$ cat config.mk
export PLATFORM = sky130hd
export DESIGN_NAME = fbc_host
export DESIGN_NICKNAME = d
export VERILOG_FILES = /design/src/rtl/fbc_pkg.sv /design/src/rtl/fbc_sync.sv /design/src/rtl/fbc_host.sv
export SDC_FILE = /design/constraint.sdc
export NUM_CORES = 1
export LEC_CHECK = 0
export BUFFER_PORTS_ARGS = -buffer_cell sky130_fd_sc_hd__buf_2
export CORE_ASPECT_RATIO = 1.25
export CORE_MARGIN = 2
export CORE_UTILIZATION = 42
export CTS_BUF_LIST = sky130_fd_sc_hd__clkbuf_4
export CTS_CLUSTER_DIAMETER = 40
export CTS_CLUSTER_SIZE = 25
export DETAILED_ROUTE_END_ITERATION = 7
export PLACE_DENSITY = 0.76
export SYNTH_ARGS = -nofsm -noshare
export SYNTH_HDL_FRONTEND = slang
export SYNTH_SLANG_ARGS = --single-unit
$ cat constraint.sdc
create_clock -name clock_i -period 2.35 [get_ports clock_i]
set_clock_uncertainty 0.05 [all_clocks]
set_input_delay 0.1175 -clock clock_i [delete_from_list [all_inputs] [get_ports clock_i]]
set_output_delay 0.1175 -clock clock_i [all_outputs]
set_load 0.02 [all_outputs]
$ cat src/rtl/fbc_pkg.sv
// Purpose: Shared constants and types for the flash bus controller
// Assumes: 125 MHz clock, 16-bit parallel flash with command interface
// Notes:   Identifier offsets are word offsets added to a block base
package fbc_pkg;

  localparam int unsigned CLK_PERIOD_PS = 8000;

  // Bus timing in ns
  localparam int unsigned RESET_PULSE_MIN_NS       = 100;
  localparam int unsigned RESET_TO_READ_DELAY_NS   = 150;
  localparam int unsigned WRITE_AFTER_RESET_NS     = 150;
  localparam int unsigned ABORT_SHUTDOWN_TIME_NS   = 20000;
  localparam int unsigned READ_ACCESS_NS           = 70;
  localparam int unsigned WRITE_PULSE_NS           = 45;
  localparam int unsigned WRITE_RECOVERY_NS        = 30;

  // Least times round up to whole cycles
  function automatic int unsigned cyc_up(input int unsigned ns);
    int unsigned c;
    c = (ns * 1000 + CLK_PERIOD_PS - 1) / CLK_PERIOD_PS;
    return (c < 1) ? 1 : c;
  endfunction

  localparam int unsigned RESET_PULSE_CYC  = cyc_up(RESET_PULSE_MIN_NS);
  localparam int unsigned READ_WAIT_CYC    = cyc_up(RESET_TO_READ_DELAY_NS);
  localparam int unsigned WRITE_WAIT_CYC   = cyc_up(WRITE_AFTER_RESET_NS);
  localparam int unsigned ABORT_CYC        = cyc_up(ABORT_SHUTDOWN_TIME_NS);
  localparam int unsigned ACCESS_CYC       = cyc_up(READ_ACCESS_NS);
  localparam int unsigned WPULSE_CYC       = cyc_up(WRITE_PULSE_NS);
  localparam int unsigned WRECOV_CYC       = cyc_up(WRITE_RECOVERY_NS);

  // Commands
  localparam logic [15:0] CMD_READ_ARRAY = 16'h00FF;
  localparam logic [15:0] CMD_READ_IDENT = 16'h0090;

  // Identifier offsets
  localparam logic [7:0] OFS_MAKER_CODE = 8'h00;
  localparam logic [7:0] OFS_PART_CODE  = 8'h01;
  localparam logic [7:0] OFS_BLOCK_LOCK = 8'h02;
  localparam logic [7:0] OFS_PROT_LOCK  = 8'h80;
  localparam logic [7:0] OFS_OTP_FIRST  = 8'h81;
  localparam int unsigned OTP_WORDS     = 8;

  // Block lock bits in the lock-state word
  localparam int unsigned LOCK_BIT      = 0;
  localparam int unsigned LOCKDOWN_BIT  = 1;

  // Controller operations
  typedef enum logic [2:0] {
    FBC_OP_READ    = 3'h0,
    FBC_OP_WRITE   = 3'h1,
    FBC_OP_ARRAY   = 3'h2,
    FBC_OP_IDENT   = 3'h3,
    FBC_OP_IDREAD  = 3'h4,
    FBC_OP_RESET   = 3'h5,
    FBC_OP_ABORT   = 3'h6
  } fbc_op_t;

  typedef struct packed {
    fbc_op_t     op;
    logic [21:0] addr;
    logic [15:0] data;
  } fbc_req_t;

  // Pins toward the flash, all levels
  typedef struct packed {
    logic        sel_n;
    logic        oe_n;
    logic        we_n;
    logic        rst_pd_n;
    logic [21:0] addr;
    logic [15:0] dq_out;
    logic        dq_oe_n;
  } fbc_pins_t;

endpackage

$ cat src/rtl/fbc_sync.sv
// Purpose: Three-stage synchroniser for the flash data lines
// Assumes: Data pins are asynchronous to clock_i
// Notes:   A value is accepted once stages two and three agree
`timescale 1ns/100ps
`default_nettype none
module fbc_sync #(
  parameter int unsigned W = 16
) (
  // Clock and reset
  input  wire logic         clock_i,
  input  wire logic         arst_n_i,
  // Data
  input  wire logic [W-1:0] d_i,
  output var  logic [W-1:0] q_o
);

  logic [W-1:0] s1_r;
  logic [W-1:0] s2_r;
  logic [W-1:0] s3_r;
  logic [W-1:0] q_nxt;

  // Only stage two reads stage one
  always_comb begin
    q_nxt = (s2_r == s3_r) ? s3_r : q_o;
  end

  always_ff @(posedge clock_i or negedge arst_n_i) begin
    if (!arst_n_i) begin
      s1_r <= '0;
      s2_r <= '0;
      s3_r <= '0;
      q_o  <= '0;
    end else begin
      s1_r <= d_i;
      s2_r <= s1_r;
      s3_r <= s2_r;
      q_o  <= q_nxt;
    end
  end

endmodule
`default_nettype wire

$ cat src/rtl/fbc_host.sv
// Purpose: Host controller driving a parallel boot-block flash bus
// Assumes: One request at a time; flash timing met by cycle counts
// Notes:   Program and erase sequencing is left to the user side
`timescale 1ns/100ps
`default_nettype none
module fbc_host #(
  parameter int unsigned ABORT_CYCLES = fbc_pkg::ABORT_CYC
) (
  // Clock and reset
  input  wire logic             clock_i,
  input  wire logic             arst_n_i,
  // User request
  input  wire logic             req_valid_i,
  input  wire fbc_pkg::fbc_req_t req_i,
  output var  logic             req_ready_o,
  output var  logic             rsp_valid_o,
  output var  logic [15:0]      rsp_data_o,
  output var  logic             ident_mode_o,
  // Flash pins
  output var  fbc_pkg::fbc_pins_t pins_o,
  input  wire logic [15:0]      dq_i
);

  typedef enum logic [6:0] {
    ST_IDLE   = 7'b000_0001,
    ST_RD     = 7'b000_0010,
    ST_WR     = 7'b000_0100,
    ST_WREC   = 7'b000_1000,
    ST_RSTLO  = 7'b001_0000,
    ST_ABORT  = 7'b010_0000,
    ST_WAKE   = 7'b100_0000
  } fbc_st_t;

  localparam int unsigned CW = $clog2(ABORT_CYCLES + fbc_pkg::WRITE_WAIT_CYC + 2);

  fbc_st_t            st_r, st_nxt;
  logic [CW-1:0]      cnt_r, cnt_nxt;
  logic [CW-1:0]      wake_r, wake_nxt;
  logic               ident_r, ident_nxt;
  logic               post_r, post_nxt;
  logic               rsp_v_nxt;
  logic [15:0]        rsp_d_nxt;
  fbc_pkg::fbc_pins_t pins_nxt;
  fbc_pkg::fbc_req_t  cur_r, cur_nxt;
  logic [15:0]        dq_sync;

  fbc_sync #(
    .W (16)
  ) u_sync (
    .clock_i  (clock_i),
    .arst_n_i (arst_n_i),
    .d_i      (dq_i),
    .q_o      (dq_sync)
  );

  function automatic logic [CW-1:0] cw(input int unsigned v);
    return CW'(v);
  endfunction

  // Identifier address: block base with offset in low byte
  function automatic logic [21:0] id_addr(input logic [21:0] base, input logic [7:0] ofs);
    return {base[21:8], ofs};
  endfunction

  // Idle bus: deselected, data floating
  function automatic fbc_pkg::fbc_pins_t idle_pins(input logic rp);
    fbc_pkg::fbc_pins_t p;
    p          = '0;
    p.sel_n    = 1'b1;
    p.oe_n     = 1'b1;
    p.we_n     = 1'b1;
    p.rst_pd_n = rp;
    p.dq_oe_n  = 1'b1;
    return p;
  endfunction

  always_comb begin
    st_nxt    = st_r;
    cnt_nxt   = cnt_r;
    wake_nxt  = wake_r;
    ident_nxt = ident_r;
    post_nxt  = post_r;
    cur_nxt   = cur_r;
    rsp_v_nxt = 1'b0;
    rsp_d_nxt = rsp_data_o;
    pins_nxt  = pins_o;
    if (wake_r != '0) begin
      wake_nxt = wake_r - cw(1);
    end
    unique case (st_r)
      ST_IDLE: begin
        pins_nxt = idle_pins(1'b1);
        if (req_valid_i) begin
          cur_nxt = req_i;
          unique case (req_i.op)
            fbc_pkg::FBC_OP_READ, fbc_pkg::FBC_OP_IDREAD: begin
              if (wake_r == '0) begin
                st_nxt        = ST_RD;
                cnt_nxt       = cw(fbc_pkg::ACCESS_CYC);
                pins_nxt.addr = req_i.addr;
                if (req_i.op == fbc_pkg::FBC_OP_IDREAD) begin
                  pins_nxt.addr = id_addr(req_i.addr, req_i.data[7:0]);
                end
                pins_nxt.sel_n = 1'b0;
                pins_nxt.oe_n  = 1'b0;
              end
            end
            fbc_pkg::FBC_OP_RESET, fbc_pkg::FBC_OP_ABORT: begin
              st_nxt            = ST_RSTLO;
              cnt_nxt           = cw(fbc_pkg::RESET_PULSE_CYC);
              post_nxt          = (req_i.op == fbc_pkg::FBC_OP_ABORT);
              pins_nxt.rst_pd_n = 1'b0;
            end
            default: begin
              // Writes wait out the post-reset write delay
              if (wake_r == '0) begin
                st_nxt           = ST_WR;
                cnt_nxt          = cw(fbc_pkg::WPULSE_CYC);
                pins_nxt.addr    = req_i.addr;
                pins_nxt.dq_out  = req_i.data;
                if (req_i.op == fbc_pkg::FBC_OP_ARRAY) begin
                  pins_nxt.dq_out = fbc_pkg::CMD_READ_ARRAY;
                end else if (req_i.op == fbc_pkg::FBC_OP_IDENT) begin
                  pins_nxt.dq_out = fbc_pkg::CMD_READ_IDENT;
                end
                pins_nxt.dq_oe_n = 1'b0;
                pins_nxt.sel_n   = 1'b0;
                pins_nxt.we_n    = 1'b0;
              end
            end
          endcase
        end
      end
      ST_RD: begin
        cnt_nxt = cnt_r - cw(1);
        // Sampled after access time plus synchroniser depth
        if (cnt_r == cw(1)) begin
          st_nxt    = ST_WREC;
          cnt_nxt   = cw(3);
          pins_nxt  = idle_pins(1'b1);
        end
      end
      ST_WR: begin
        cnt_nxt = cnt_r - cw(1);
        if (cnt_r == cw(1)) begin
          // Strobe rises first; select follows in recovery
          pins_nxt.we_n = 1'b1;
          st_nxt        = ST_WREC;
          cnt_nxt       = cw(fbc_pkg::WRECOV_CYC);
          unique case (cur_r.op)
            fbc_pkg::FBC_OP_ARRAY: ident_nxt = 1'b0;
            fbc_pkg::FBC_OP_IDENT: ident_nxt = 1'b1;
            default: begin
              if (cur_r.data[7:0] == fbc_pkg::CMD_READ_ARRAY[7:0]) begin
                ident_nxt = 1'b0;
              end else if (cur_r.data[7:0] == fbc_pkg::CMD_READ_IDENT[7:0]) begin
                ident_nxt = 1'b1;
              end
            end
          endcase
        end
      end
      ST_WREC: begin
        pins_nxt = idle_pins(1'b1);
        cnt_nxt  = cnt_r - cw(1);
        if (cnt_r == cw(1)) begin
          st_nxt = ST_IDLE;
          if (cur_r.op == fbc_pkg::FBC_OP_READ || cur_r.op == fbc_pkg::FBC_OP_IDREAD) begin
            rsp_v_nxt = 1'b1;
            rsp_d_nxt = dq_sync;
          end else begin
            rsp_v_nxt = 1'b1;
            rsp_d_nxt = 16'h0000;
          end
        end
      end
      ST_RSTLO: begin
        cnt_nxt = cnt_r - cw(1);
        if (cnt_r == cw(1)) begin
          if (post_r) begin
            st_nxt  = ST_ABORT;
            cnt_nxt = cw(ABORT_CYCLES);
          end else begin
            st_nxt  = ST_WAKE;
          end
        end
      end
      ST_ABORT: begin
        // Reset stays low through shutdown, so delays count from its end
        cnt_nxt = cnt_r - cw(1);
        if (cnt_r == cw(1)) begin
          st_nxt = ST_WAKE;
        end
      end
      ST_WAKE: begin
        pins_nxt  = idle_pins(1'b1);
        ident_nxt = 1'b0;
        wake_nxt  = cw(fbc_pkg::WRITE_WAIT_CYC > fbc_pkg::READ_WAIT_CYC ?
                       fbc_pkg::WRITE_WAIT_CYC : fbc_pkg::READ_WAIT_CYC);
        st_nxt    = ST_IDLE;
        rsp_v_nxt = 1'b1;
        rsp_d_nxt = 16'h0000;
      end
      default: begin
        st_nxt   = ST_IDLE;
        pins_nxt = idle_pins(1'b1);
      end
    endcase
  end

  // Flash reset tracks the controller reset
  always_ff @(posedge clock_i or negedge arst_n_i) begin
    if (!arst_n_i) begin
      st_r         <= ST_WAKE;
      cnt_r        <= '0;
      wake_r       <= '0;
      ident_r      <= 1'b0;
      post_r       <= 1'b0;
      cur_r        <= '0;
      rsp_valid_o  <= 1'b0;
      rsp_data_o   <= 16'h0000;
      pins_o       <= {1'b1, 1'b1, 1'b1, 1'b0, 22'h00_0000, 16'h0000, 1'b1};
    end else begin
      st_r         <= st_nxt;
      cnt_r        <= cnt_nxt;
      wake_r       <= wake_nxt;
      ident_r      <= ident_nxt;
      post_r       <= post_nxt;
      cur_r        <= cur_nxt;
      rsp_valid_o  <= rsp_v_nxt;
      rsp_data_o   <= rsp_d_nxt;
      pins_o       <= pins_nxt;
    end
  end

  always_ff @(posedge clock_i or negedge arst_n_i) begin
    if (!arst_n_i) begin
      req_ready_o  <= 1'b0;
      ident_mode_o <= 1'b0;
    end else begin
      req_ready_o  <= (st_nxt == ST_IDLE) && !(st_r == ST_IDLE && req_valid_i);
      ident_mode_o <= ident_nxt;
    end
  end

endmodule
`default_nettype wire

Yosys cells after proc, flatten, opt, wreduce, memory -nomap -nowiden
Index checks and enable logic that the tools add are counted.
{"block": "word_totals", "out_inout_bits": 62, "register_bits": 169}
{"block": "classes", "n_eq_ne": 27, "muxes": 50, "add_sub_neg": 2, "reduce_logical": 26, "bitwise_logic": 2}
{"cell": "40-bit case mux with 3 select lines", "n": 1}
{"cell": "12-bit 2-to-1 mux", "n": 9}
{"cell": "43-bit 2-to-1 mux", "n": 2}
{"cell": "16-bit 2-to-1 mux", "n": 4}
{"cell": "12-bit case mux with 5 select lines", "n": 1}
{"cell": "7-bit 2-to-1 mux", "n": 8}
{"cell": "22-bit case mux with 2 select lines", "n": 1}
{"cell": "39-bit 2-to-1 mux", "n": 1}
{"cell": "7-bit case mux with 5 select lines", "n": 1}
{"cell": "16-bit case mux with 2 select lines", "n": 1}
{"cell": "12-bit case mux with 2 select lines", "n": 1}
{"cell": "12-bit by 1-bit subtractor with 12-bit output (second input constant)", "n": 2}
{"cell": "22-bit 2-to-1 mux", "n": 1}
{"cell": "17-bit 2-to-1 mux", "n": 1}
{"cell": "16-bit == test", "n": 1}
{"cell": "8-bit == test (second input constant)", "n": 2}
{"cell": "7-bit by 1-bit == test with 1-bit output (second input constant)", "n": 2}
{"cell": "7-bit case mux with 2 select lines", "n": 1}
{"cell": "12-bit by 1-bit == test with 1-bit output (second input constant)", "n": 1}
{"cell": "3-bit by 2-bit == test with 1-bit output (second input constant)", "n": 4}
{"cell": "3-bit == test (second input constant)", "n": 4}
{"cell": "12-bit logical NOT", "n": 1}
{"cell": "12-bit nonzero test", "n": 1}
{"cell": "2-bit OR reduction", "n": 5}
{"cell": "28 further kinds", "n": 51}

Logic depth before layout (Yosys ltp)
{"block": "depth", "word_depth": 7, "mapped_depth": 9}

Modules after synthesis
From an unflattened synthesis, not the netlist that was laid out.
{"block": "hier_totals", "cells_unflattened": 626, "hier_area_um2": 7101.8}
{"mod": "fbc_host", "seq_area_each_um2": 2633.8, "instances": 1, "area_per_inst_um2": 5087.4, "cells_each": 524}
{"mod": "fbc_sync", "seq_area_each_um2": 1601.5, "instances": 1, "area_per_inst_um2": 2014.4, "cells_each": 102}

Least setup slack after synthesis
No wires, ideal clock.
{"block": "synth_path", "path_kind": "reg2reg", "start": "reg wake_r[0]", "end": "reg wake_r[9]", "slack_ns": 0.056, "path_stages_with_launch": 10, "t_required_ns": 2.222, "synth_period_minus_slack_ns": 2.294, "t_arrival_ns": 2.166, "path_cell_list": "dfrtp_1 inv_1 ha_1 nor4b_2 and4b_1 buf_6 or4_1 clkbuf_1 or4_1 a21oi_1"}
{"block": "synth_via", "elab_chain_len": 3}
{"element": "start: declaration", "line_no": "fbc_host.sv:38", "text": "logic [CW-1:0] wake_r, wake_nxt;"}
{"element": "start signal: assignment", "line_no": "fbc_host.sv:226", "text": "wake_r <= wake_nxt;"}
{"element": "12-bit by 1-bit subtractor with 12-bit output", "line_no": "fbc_host.sv:88", "text": "wake_nxt = wake_r - cw(1);"}
{"element": "12-bit 2-to-1 mux", "line_no": "fbc_host.sv:87", "text": "if (wake_r != '0) begin"}
{"element": "12-bit 2-to-1 mux", "line_no": "fbc_host.sv:90", "text": "unique case (st_r)"}
Several ways; a longest one is shown, not always the timed one. The select of a mux whose other input is x is not followed.
A chain may end at the register's enable or synchronous reset.

Final worst setup path
{"block": "layout_path", "start": "reg st_r[6]", "end": "reg cnt_r[3]"}
{"block": "layout_via", "elab_chain_len": 4}
{"element": "start: declaration", "line_no": "fbc_host.sv:36", "text": "fbc_st_t st_r, st_nxt;"}
{"element": "start signal: assignment", "line_no": "fbc_host.sv:224", "text": "st_r <= st_nxt;"}
{"element": "7-bit by 6-bit == test with 1-bit output or 7-bit by 4-bit == test with 1-bit output (tied branches)", "line_no": "fbc_host.sv:90"}
{"element": "2-bit OR reduction (no source line)"}
{"element": "5-bit nonzero test (no source line)"}
{"element": "4-bit AND reduction (no source line)"}
{"element": "end signal: assignment", "line_no": "fbc_host.sv:225", "text": "cnt_r <= cnt_nxt;"}
{"element": "end: declaration", "line_no": "fbc_host.sv:37", "text": "logic [CW-1:0] cnt_r, cnt_nxt;"}
Several ways; a longest one is shown, not always the timed one.

==> results list <==
- Register bit count reported by yosys: 169
* Wire length reported by the detailed router: 17540 um
- CTS tree: done
* Vert. Die Dim: 147.8 um
- Arrival time of data at the critical path endpoint: 2.64 ns
- The clock tree synthesis step divided the H-tree into 4 levels.
- RSZ-0062 raised after global routing: no
* Cell count of the worst reg-to-reg path: 5
* CP max-delay cell: or4_1
- Estimated wirelength of the detail-placed design: 11360 um
* Number of max-cap violations: 0
- Yosys cell types: 67
* Max frequency: 0.4473 GHz
- Yosys top cell area share: 59.07%
- After detailed routing, the average wire length per cell comes to 17.28 um.
- Critical R2R Launch: st_r[6]$_DFF_PN1_
- The count of buffers added on input and output ports is 121.
- Clock tree buffer depth: 2
- After synthesis, the cell types taking the most area are dfrtp_1 (59%), a22o_1 (4.9%), mux2_2 (2.9%).
- The via count of the first global-routing pass is 5686.
- DR vias/cell: 5.340
- At the worst endpoint, the required time is 2.75 ns.
* Summed negative setup slack over all endpoints: 0 ns
- Design internal power: 0.004617 W
* Remaining global-route overflow: 0
- The library cells used most frequently in the layout, excluding fill and tap cells, are dfrtp_1 (164), buf_2 (120), dlygate4sd3_1 (59).
- In this run the worst hold path is classified as primary input to async pin.
- Total via count in the routed design: 5420
* Combined area of all synthesized cells: 6948 um^2
- Power share of the clock group: 24.9%
* Clock buffers created by TritonCTS: 17
* Actual slew at the worst max-slew pin: 0.6079 ns
- Global-route wire length before repair: 28810 um
- Maximum VDD drop: 0.4535 mV
- Largest area contributor in the synthesized netlist: dfrtp_1
- In this run the static leakage power is 4.399 nW.
- Sequential cells were found to cover 60.96% of the synthesized design area.
- CP max stage delay: 0.68 ns
- The worst setup path is captured at a flop.
- Traced cell by cell, the critical path runs through or4_1 -> nor3_4 -> nor3_1 -> a2111oi_1 -> a221oi_2.
* Reg clk slew, reported paths: 0.16 ns
- After layout, the worst path uses 95.13% of the clock period.
- From synthesis to final layout, the design area changed by 29.10%.
- After clock tree synthesis, the setup repair step added 0 buffers.
* YS warnings: 0
- Worst Setup SP: st_r[6]$_DFF_PN1_
- The number of antenna violations at the first check in global routing is 2.
- End of the critical path: cnt_r[3]$_DFFE_PN0P_
- Share of total power in sequential cells: 50.1%
* Count of nets left with antenna violations after detail routing: 0
* Fraction of layout cells with a size suffix above 1: 29.11%
- Kind of launch point of the worst setup path: flop
- Gpl congestion: 0.8965
* Cell family contributing the most delay on the critical path: simple AND/OR/NAND/NOR gates
- Subtracting the final worst setup slack from the clock period gives 2.236 ns.
- Chip width: 119.0 um
- Dividing total power by cell area gives a power density of 787.1 nW/um^2.
* CTS sink count: 169
* WP depth: 5
- Final Total Pwr: 0.007061 W
- Post-synth EDFFs: 0
- The number of slew-limit violations in the final report came to 0.
- Among all flip-flop cells after synthesis, the most frequent one is dfrtp_1.
- At the end of the flow, the number of nets in the layout was 848.
- In this run the clock root is driven by a clkbuf_4.
* Clock latency on the worst-skew pair: 0.59 ns
- Entering global routing, the biggest net connects 57 pins.
- For this design the top-level I/O count stands at 122.
- Number of nets in the synthesized netlist: 638
- The endpoint identified for the worst register-to-register timing path is cnt_r[3]$_DFFE_PN0P_.
- Sw Ratio: 34.61%
* Site row count: 52
- For flop-to-flop paths, the worst setup slack is 0.11 ns.
* Combinational share of power: 25.0%
- Mapped Cells: 574
- The analysis attributes to net switching a power of 0.002444 W.
* Initial Utilization: 42.89%
* Async set-or-reset flop fraction in the synthesized netlist: 100.0%
- Buffers and inverters on the worst path: 0
* Standard cell core area: 16200 um^2
- Number of hold-slack violations in the final timing report: 0
* Violation count after the first detailed-route iteration: 532
* Overall routing resource usage: 20.95%
- Critical-path maximum fanout: 8
* Commonest non-fill, non-tap cell in the layout: dfrtp_1
* Number of iterations in the first detailed-routing pass: 5
* Run status: finished, final reports clean
- In the routed design, unresolved DRC markers number 0.
- The floorplan step defined a die boundary enclosing 17590 um^2.
- Synthesized area per cell: 12.10 um^2
- Setup Crit Path Kind: flop to flop
- Number of endpoints failing setup at the final stage: 0
- Relative slew slack: 58.96%
-- state kept, by name, summed over array words and instances, names as in the netlist, 7 cells and up --
signal,count
rsp_data_o,16
u_sync.s3_r,16
pins_o,43
cnt_r,12
wake_r,12
cur_r,11
st_r,7
u_sync.s2_r,16
u_sync.s1_r,16
u_sync.q_o,16
-- power groups by stage --
| stage | combinational, W | sequential (W) | clock (W) |
|---|---|---|---|
| final | 0.00177 | 0.00354 | 0.00176 |
| after global routing | 0.00198 | 0.00359 | 0.00194 |
| after CTS | 0.00172 | 0.00352 | 0.00180 |
| after detailed placement | 0.00164 | 0.00358 | 0 |
| after global placement | 0.00160 | 0.00356 | 0 |
| after floorplan | 0.00108 | 0.00354 | 0 |
-- through the flow --
stage / instances / area (um^2) / setup slack (ns) / hold WS [ns] / utilization [%]
after detailed placement: 921 / 8023 / 0.05329 / 0.02675 / 49.52
after global routing: 1015 / 8970 / 0.006006 / 0.006813 / 55.37
after global placement: 921 / 8023 / 0.06971 / 0.02267 / 49.52
final: 1015 / 8970 / 0.1144 / 0.03649 / 55.37
after floorplan: 574 / 6948 / 0.05598 / -0.2281 / -
after CTS: 1013 / 8937 / 0.008543 / 0.01293 / 55.17
-- tightest hold or removal path, stage by stage --
cell and delay [ns]:
dlygate4sd3_1 0.54, buf_6 0.17, buf_12 0.24
-- per-layer routing --
layer	up-vias	part of all wire (%)	track usage [%]
li1	2525	-	-
met1	2679	41	24.16
met2	179	53	36.90
met3	37	4.2	5.401
met4	0	2.5	8.810
met5	-	0	0
-- cell families after synthesis --
kind of cell	Yosys count	share of synthesized area (%)
compound gates	142	15.38
buf+inv	41	2.647
mux	18	2.917
flops	169	60.96
fa+ha+maj	4	0.7204
xor+xnor	27	3.404
simple gates	173	13.97
-- cells in the mapped netlist, types with 4 or more instances --
master / n
a211oi_1: 5
a21o_1: 4
a21oi_1: 22
a221o_1: 8
a22o_1: 39
and2_1: 10
and3_1: 5
buf_2: 15
clkbuf_1: 9
dfrtp_1: 164
dfstp_2: 5
ha_1: 4
inv_1: 15
mux2_2: 18
nand2_1: 53
nand2b_1: 7
nand3_1: 6
nand4_1: 4
nor2_1: 26
nor3_1: 11
nor4_1: 12
o21ai_0: 23
o2bb2ai_1: 11
or3_1: 6
or4_1: 5
xnor2_1: 8
xor2_1: 19
-- cell type report --
cell class | instances | area [um^2]
Fill cell | 1306 | 7231
Sequential cell | 169 | 4235
Multi-Input combinational cell | 364 | 2556
Timing Repair Buffer | 217 | 1543
Tap cell | 216 | 270.3
Clock inverter | 15 | 176.4
Clock buffer | 17 | 127.6
Inverter | 15 | 56.30
Antenna cell | 2 | 5.005
-- worst min-delay path by stage --
stage / from / end / slack [ns] / cells after the start
final: arst_n_i / wake_r[10]$_DFFE_PN0P_ / 0.04 / 3
after global routing: arst_n_i / st_r[6]$_DFF_PN1_ / 0.007 / 2
after detailed placement: arst_n_i / wake_r[10]$_DFFE_PN0P_ / 0.03 / 1
after global placement: arst_n_i / wake_r[10]$_DFFE_PN0P_ / 0.02 / 1
after CTS: arst_n_i / st_r[6]$_DFF_PN1_ / 0.01 / 2
after floorplan: arst_n_i / cnt_r[0]$_DFFE_PN0P_ / -0.23 / 0
-- timing repair --
item                                    in CTS  in global routing
endpoints found under the setup margin       0                 24
resized for setup                            0                  7
hold buffers                                60                  0
endpoints found under the hold margin      234                  0
(Power assumes the default switching activity.)
